**src/design/mre_consts.vh**
```
// constants and operation codes for the move/or/return/rotate executor
// How it works
// - subroutine return pops PC, takes two cycles
// - literal return pops PC, loads immediate
// - interrupt return pops PC, sets interrupt enable
// - interrupt enable gates every interrupt source
// - in-place rotate left, bit 7 to 0
// - accumulator rotate left result goes to accumulator
// - accumulator rotate leaves memory byte unchanged
`ifndef MRE_CONSTS_VH
`define MRE_CONSTS_VH
`define MRE_OP_NOP 4'h0
`define MRE_OP_MOV_A_M 4'h1
`define MRE_OP_MOV_A_X 4'h2
`define MRE_OP_MOV_M_A 4'h3
`define MRE_OP_OR_A_M 4'h4
`define MRE_OP_OR_A_X 4'h5
`define MRE_OP_OR_M 4'h6
`define MRE_OP_RET 4'h7
`define MRE_OP_RET_X 4'h8
`define MRE_OP_INTERRUPT_RETURN 4'h9
`define MRE_OP_RL 4'ha
`define MRE_OP_RLA 4'hb
`define MRE_ACC_RST 8'h00
`define MRE_GIE_RST 1'b0
`define MRE_RET_CYCLES 2'h2
`endif

```
**src/design/mre_alu.v**
```verilog
// combinational result unit: or, rotate and zero test
`timescale 1ns/1ps
module mre_alu #(
	parameter W = 8
) (
	input wire [3:0] op_i,
	input wire [W-1:0] acc_i,
	input wire [W-1:0] mem_i,
	input wire [W-1:0] imm_i,
	output reg [W-1:0] res_o,
	output wire zero_o
);
`include "mre_consts.vh"
	always @* begin
		case (op_i)
			`MRE_OP_OR_A_M, `MRE_OP_OR_M: res_o = acc_i | mem_i;
			`MRE_OP_OR_A_X: res_o = acc_i | imm_i;
			`MRE_OP_RL, `MRE_OP_RLA: res_o = {mem_i[W-2:0], mem_i[W-1]};
			`MRE_OP_MOV_A_M: res_o = mem_i;
			`MRE_OP_MOV_A_X, `MRE_OP_RET_X: res_o = imm_i;
			`MRE_OP_MOV_M_A: res_o = acc_i;
			default: res_o = acc_i;
		endcase
	end
	assign zero_o = (res_o == {W{1'b0}});
endmodule

```
**src/design/mre_exec.v**
```verilog
// executor for moves, or, nop, returns and left rotates
`timescale 1ns/1ps
module mre_exec #(
	parameter W = 8,
	parameter PCW = 12
) (
	input wire MCLK_I,
	input wire RST_I,
	input wire START_I,
	input wire [3:0] OP_I,
	input wire [W-1:0] IMM_I,
	input wire [W-1:0] MEM_RDATA_I,
	input wire [PCW-1:0] STACK_TOP_I,
	input wire [PCW-1:0] PC_I,
	input wire IRQ_REQ_I,
	input wire GIE_CLR_I,
	output reg [W-1:0] ACC_O,
	output reg [W-1:0] MEM_WDATA_O,
	output reg MEM_WE_O,
	output reg [PCW-1:0] PC_O,
	output reg PC_LOAD_O,
	output reg STACK_POP_O,
	output reg ZERO_O,
	output reg GIE_O,
	output reg IRQ_O,
	output reg BUSY_O,
	output reg DONE_O
);
`include "mre_consts.vh"
	// ----------------------------------------
	// local state
	// ----------------------------------------
	localparam ST_IDLE = 1'b0;
	localparam ST_RET = 1'b1;
	reg state_r;
	reg state_nxt;
	reg [1:0] ret_cnt_r;
	reg [1:0] ret_cnt_nxt;
	reg [W-1:0] acc_nxt;
	reg [W-1:0] mem_wdata_nxt;
	reg mem_we_nxt;
	reg [PCW-1:0] pc_nxt;
	reg pc_load_nxt;
	reg stack_pop_nxt;
	reg zero_nxt;
	reg gie_nxt;
	reg irq_nxt;
	reg busy_nxt;
	reg done_nxt;
	wire [W-1:0] res;
	wire zero;
	wire take;
	wire ret_take;
	wire interrupt_return_take;
	wire ret_last;
	// ----------------------------------------
	// decode helpers
	// ----------------------------------------
	function is_ret;
		input [3:0] op;
		begin
			is_ret = (op == `MRE_OP_RET) || (op == `MRE_OP_RET_X) || (op == `MRE_OP_INTERRUPT_RETURN);
		end
	endfunction
	function writes_mem;
		input [3:0] op;
		begin
			writes_mem = (op == `MRE_OP_MOV_M_A) || (op == `MRE_OP_OR_M) || (op == `MRE_OP_RL);
		end
	endfunction
	// ----------------------------------------
	// result unit and strobes
	// ----------------------------------------
	mre_alu #(.W(W)) u_alu (
		.op_i(OP_I),
		.acc_i(ACC_O),
		.mem_i(MEM_RDATA_I),
		.imm_i(IMM_I),
		.res_o(res),
		.zero_o(zero)
	);
	// start is ignored during a return
	assign take = START_I && (state_r == ST_IDLE);
	assign ret_take = take && is_ret(OP_I);
	assign interrupt_return_take = take && (OP_I == `MRE_OP_INTERRUPT_RETURN);
	assign ret_last = (state_r == ST_RET) && (ret_cnt_r <= 2'h1);
	// ----------------------------------------
	// return sequencer
	// ----------------------------------------
	always @* begin
		state_nxt = state_r;
		ret_cnt_nxt = ret_cnt_r;
		busy_nxt = BUSY_O;
		stack_pop_nxt = 1'b0;
		done_nxt = 1'b0;
		case (state_r)
			ST_IDLE: begin
				if (ret_take) begin
					stack_pop_nxt = 1'b1;
					busy_nxt = 1'b1;
					ret_cnt_nxt = `MRE_RET_CYCLES - 2'h1;
					state_nxt = ST_RET;
				end else if (take) begin
					done_nxt = 1'b1;
				end
			end
			ST_RET: begin
				if (ret_last) begin
					busy_nxt = 1'b0;
					done_nxt = 1'b1;
					state_nxt = ST_IDLE;
				end else begin
					ret_cnt_nxt = ret_cnt_r - 2'h1;
				end
			end
			default: begin
				state_nxt = ST_IDLE;
				busy_nxt = 1'b0;
			end
		endcase
	end
	// ----------------------------------------
	// interrupt enable
	// ----------------------------------------
	always @* begin
		gie_nxt = GIE_O;
		if (GIE_CLR_I) begin
			gie_nxt = 1'b0;
		end
		// interrupt_return set wins over a clear
		if (interrupt_return_take) begin
			gie_nxt = 1'b1;
		end
		irq_nxt = IRQ_REQ_I & GIE_O;
	end
	// ----------------------------------------
	// accumulator, memory, pc and zero flag
	// ----------------------------------------
	always @* begin
		acc_nxt = ACC_O;
		mem_wdata_nxt = MEM_WDATA_O;
		mem_we_nxt = 1'b0;
		pc_nxt = PC_O;
		pc_load_nxt = 1'b0;
		zero_nxt = ZERO_O;
		if (ret_take) begin
			pc_nxt = STACK_TOP_I;
			pc_load_nxt = 1'b1;
			if (OP_I == `MRE_OP_RET_X) begin
				acc_nxt = res;
			end
		end else if (take) begin
			pc_nxt = PC_I + {{(PCW-1){1'b0}}, 1'b1};
			pc_load_nxt = 1'b1;
			if (writes_mem(OP_I)) begin
				mem_wdata_nxt = res;
				mem_we_nxt = 1'b1;
			end
			case (OP_I)
				`MRE_OP_MOV_A_M, `MRE_OP_MOV_A_X: begin
					acc_nxt = res;
				end
				`MRE_OP_RLA: begin
					acc_nxt = res;
				end
				`MRE_OP_OR_A_M, `MRE_OP_OR_A_X: begin
					acc_nxt = res;
					zero_nxt = zero;
				end
				`MRE_OP_OR_M: begin
					zero_nxt = zero;
				end
				default: begin
				end
			endcase
		end
	end
	// ----------------------------------------
	// sequencer registers
	// ----------------------------------------
	always @(posedge MCLK_I or posedge RST_I) begin
		if (RST_I) begin
			state_r <= ST_IDLE;
			ret_cnt_r <= 2'h0;
		end else begin
			state_r <= state_nxt;
			ret_cnt_r <= ret_cnt_nxt;
		end
	end
	// ----------------------------------------
	// output registers
	// ----------------------------------------
	always @(posedge MCLK_I or posedge RST_I) begin
		if (RST_I) begin
			ACC_O <= `MRE_ACC_RST;
			MEM_WDATA_O <= {W{1'b0}};
			MEM_WE_O <= 1'b0;
			PC_O <= {PCW{1'b0}};
			PC_LOAD_O <= 1'b0;
			STACK_POP_O <= 1'b0;
			ZERO_O <= 1'b0;
			GIE_O <= `MRE_GIE_RST;
			IRQ_O <= 1'b0;
			BUSY_O <= 1'b0;
			DONE_O <= 1'b0;
		end else begin
			ACC_O <= acc_nxt;
			MEM_WDATA_O <= mem_wdata_nxt;
			MEM_WE_O <= mem_we_nxt;
			PC_O <= pc_nxt;
			PC_LOAD_O <= pc_load_nxt;
			STACK_POP_O <= stack_pop_nxt;
			ZERO_O <= zero_nxt;
			GIE_O <= gie_nxt;
			IRQ_O <= irq_nxt;
			BUSY_O <= busy_nxt;
			DONE_O <= done_nxt;
		end
	end
endmodule

```
**config.mk**
```make
export PLATFORM = sky130hd
export DESIGN_NAME = mre_exec
export DESIGN_NICKNAME = d
export VERILOG_FILES = /design/src/design/mre_alu.v /design/src/design/mre_exec.v
export VERILOG_INCLUDE_DIRS = /design/src /design/src/design
export SDC_FILE = /design/constraint.sdc
export NUM_CORES = 1
export LEC_CHECK = 0
export BUFFER_PORTS_ARGS = -buffer_cell sky130_fd_sc_hd__buf_2
export CAP_MARGIN = 20
export CORE_ASPECT_RATIO = 0.75
export CORE_MARGIN = 10
export CORE_UTILIZATION = 45
export DETAILED_ROUTE_END_ITERATION = 8
export HOLD_SLACK_MARGIN = 0.06
export PLACE_DENSITY = 0.73
export SYNTH_ARGS = -nofsm -noshare
export SYNTH_HDL_FRONTEND = slang
export SYNTH_SLANG_ARGS = --single-unit
```
**constraint.sdc**
```tcl
create_clock -name MCLK_I -period 2.17 [get_ports MCLK_I]
set_clock_uncertainty 0.2 [all_clocks]
set_input_delay 0.3255 -clock MCLK_I [delete_from_list [all_inputs] [get_ports MCLK_I]]
set_output_delay 0.3255 -clock MCLK_I [all_outputs]
set_load 0.1 [all_outputs]
```
==> impl_metrics.env <==
export IMPL_crit_path_top_delay_cell="or3_1"
export IMPL_synthToLayoutAreaGrowth_pct=32.5
export IMPL_cts_setup_buffers=0
export IMPL_grt_setup_unrepaired="no"
export IMPL_cp_required_ns=2.16
export IMPL_pwr_share_comb_pct=57.2
export IMPL_drc=0
export IMPL_synth_edff_count=0
export IMPL_coreArea_um2=5320
export IMPL_status="completed"
export IMPL_max_clock_path_buffers=2
export IMPL_cts_sinks=39
export IMPL_dieArea_um2=8890
export IMPL_antenna_found_initial=0
export IMPL_synth_main_ff_cell="dfrtp_1"
export IMPL_wl_per_cell_um=15.7
export IMPL_syn_num_nets=330
export IMPL_synth_cell_types=51
export IMPL_cts_tree="done"
export IMPL_crit_arrival_ns=1.96
export IMPL_tightestPinTransition_ns=0.491
export IMPL_hold_violations=0
export IMPL_die_h_um=84.2
export IMPL_rows=23
export IMPL_cts_htree_levels=2
export IMPL_fmax_ghz=0.506
export IMPL_crit_buf_inv=3
export IMPL_critPathMaxFanout=15
export IMPL_drt_iter0_drc=99
export IMPL_synth_seq_cells=39
export IMPL_end_kind="flip-flop"
export IMPL_grt_pass1_vias=2455
export IMPL_cts_root_buf="clkbuf_8"
export IMPL_finalSetupTns_ns=0
export IMPL_p_int_mw=1.72
export IMPL_fin_crit_sh_pct=91.1
export IMPL_drv_cap=0
export IMPL_setup_viol=0
export IMPL_layout_commonest_cell="buf_2"
export IMPL_nNetsFinal=434
export IMPL_yosysSeqAreaShare_pct=39.5
export IMPL_netlist_area_um2=2470
export IMPL_io_pin_count=85
export IMPL_drive_above_1_share_pct=37.2
export IMPL_drv_slew=0
export IMPL_drtPass1Iterations=4
export IMPL_power_leakage_nw=1.57
export IMPL_place_area_um2=3130
export IMPL_cts_buffers=5
export IMPL_via_per_inst=5.31
export IMPL_overflow=0
export IMPL_grt_usage_pct=16.1
export IMPL_clkPwrFrac_pct=15.9
export IMPL_path_cells="buf_2 -> buf_12 -> buf_4 -> and3_1 -> a31oi_1 -> o21ai_0 -> or3_1 -> o41ai_2"
export IMPL_hp_class="in -> reg"
export IMPL_switching_share_pct=55.9
export IMPL_num_vias=2439
export IMPL_grt_pass1_wl_um=12100
export IMPL_cts_resized=0
export IMPL_gp_congestion=0.854
export IMPL_place_hpwl_um=5760
export IMPL_die_x_um=106
export IMPL_drtAntennaViolNets=0
export IMPL_startpoint_type="input port"
export IMPL_port_buffers=84
export IMPL_power_switching_mw=2.18
export IMPL_syn_inst=279
export IMPL_cts_hold_fix_buffers=3
export IMPL_power_density_nw_per_um2=1190
export IMPL_max_stage_delay_ns=0.41
export IMPL_start_util_pct=46.4
export IMPL_seqPwrFrac_pct=26.9
export IMPL_min_period_ns=1.98
export IMPL_grt_max_degree=40
export IMPL_routed_wl_um=7190
export IMPL_path_delay_family="compound AO/OA/AOI/OAI gates"
export IMPL_crit_type="in -> reg"
export IMPL_slew_headroom_pct=66.8
export IMPL_final_cell_mix="buf_2, dfrtp_1, nand2_1"
export IMPL_clkLatencyLatePin_ns=0.28
export IMPL_synth_yosys_warnings=0
export IMPL_postSynthAreaPerCell_um2=8.86
export IMPL_peakVddDrop_v=0.000763
export IMPL_cts_clk_slew_worst_paths_ns=0.07
export IMPL_stdcell_area_um2=3280
export IMPL_async_flop_share_pct=100
export IMPL_diodes=0
-- flip-flops by register name (all words and copies together), names as in the netlist, 2 cells and up --
register     cells
ret_cnt_r        2
PC_O            12
ACC_O            8
MEM_WDATA_O      8
-- area by class of cell --
| type | count | area (um^2) |
|---|---|---|
| multi-input combinational | 211 | 1350 |
| timing repair buffer | 115 | 698 |
| clock buffer | 6 | 82.6 |
| fill | 488 | 2050 |
| sequential | 39 | 977 |
| clock inverter | 2 | 35.0 |
| tap | 75 | 93.8 |
| inverter | 11 | 41.3 |
-- cells by family (layout without fill, tap and decap cells) --
| kind of cell | count (synthesis) | count (layout) | share of synthesized area [%] |
|---|---|---|---|
| and+or+nand+nor | 104 | 104 | 20.5 |
| AOI/OAI and AO/OA | 75 | 75 | 20.5 |
| DFF | 39 | 39 | 39.5 |
| buffers and inverters | 29 | 134 | 6.02 |
| muxes | 18 | 18 | 7.89 |
| xor gates and xnor gates | 12 | 12 | 4.55 |
| adders and majority gates | 2 | 2 | 1.01 |
-- Yosys cell counts (all sizes together), types with 4 or more instances --
cell / number / area share (%)
a21oi: 21 / 4.3
a31oi: 4 / 1.0
buf: 11 / 3.3
clkbuf: 7 / 1.1
dfrtp: 39 / 39
inv: 10 / 1.5
mux2: 12 / 5.5
mux2i: 6 / 2.4
nand2: 38 / 5.8
nand2b: 4 / 1.0
nand3: 13 / 2.6
nor2: 23 / 3.5
nor3: 4 / 1.0
o211ai: 5 / 1.7
o21ai: 23 / 4.7
xnor2: 5 / 1.8
xor2: 7 / 2.8
-- power by group through the flow --
stage	Clock (mW)	Sequential [mW]	Combinational, mW
after detailed placement	0	1.06	2.24
final	0.620	1.05	2.23
after CTS	0.633	1.05	2.25
after global routing	0.663	1.07	2.33
after global placement	0	1.06	2.22
after floorplan	0	2.42	0.410
-- worst register-to-register path, delay by kind of cell, from the launching register on --
family / cells / cell delay, ns
AO/OA/AOI/OAI: 1 / 0.19
buffers and inverters: 1 / 0.16
flip-flops: 1 / 0.41
AND/OR/NAND/NOR: 3 / 0.86
-- metrics by stage --
stage	hold slack, ns	instances	setup WS, ns	power, mW	util, %
6_report	0.117	459	0.194	3.90	61.5
5_1_grt	0.122	459	0.111	4.07	61.5
4_1_cts	0.114	459	0.228	3.93	61.5
3_5_place_dp	0.260	448	-0.0703	3.31	58.8
3_3_place_gp	0.257	448	-0.0477	3.28	58.8
2_1_floorplan	0.230	279	0.00223	2.83	-
-- path summary, 6_finish.rpt --
check	startpoint	cells past startpoint	to	slack, ns
max reg2reg	state_r	5	ZERO_O	0.25
max	OP_I[1]	8	ZERO_O	0.19
max in group asynchronous	RST_I	4	ACC_O[4]	0.92
min in group asynchronous	RST_I	4	IRQ_O	0.49
min reg2reg	PC_O[2]	2	PC_O[2]	0.28
min	STACK_TOP_I[0]	3	PC_O[0]	0.12
-- layer usage --
metal | share of wire, % | vias up | global-route usage, %
li1 | - | 1204 | -
met1 | 46 | 1142 | 21.0
met2 | 45 | 89 | 25.2
met3 | 9.1 | 4 | 5.11
met4 | 0.74 | 0 | 4.17
met5 | 0 | - | 0
(Power assumes the default switching activity.)
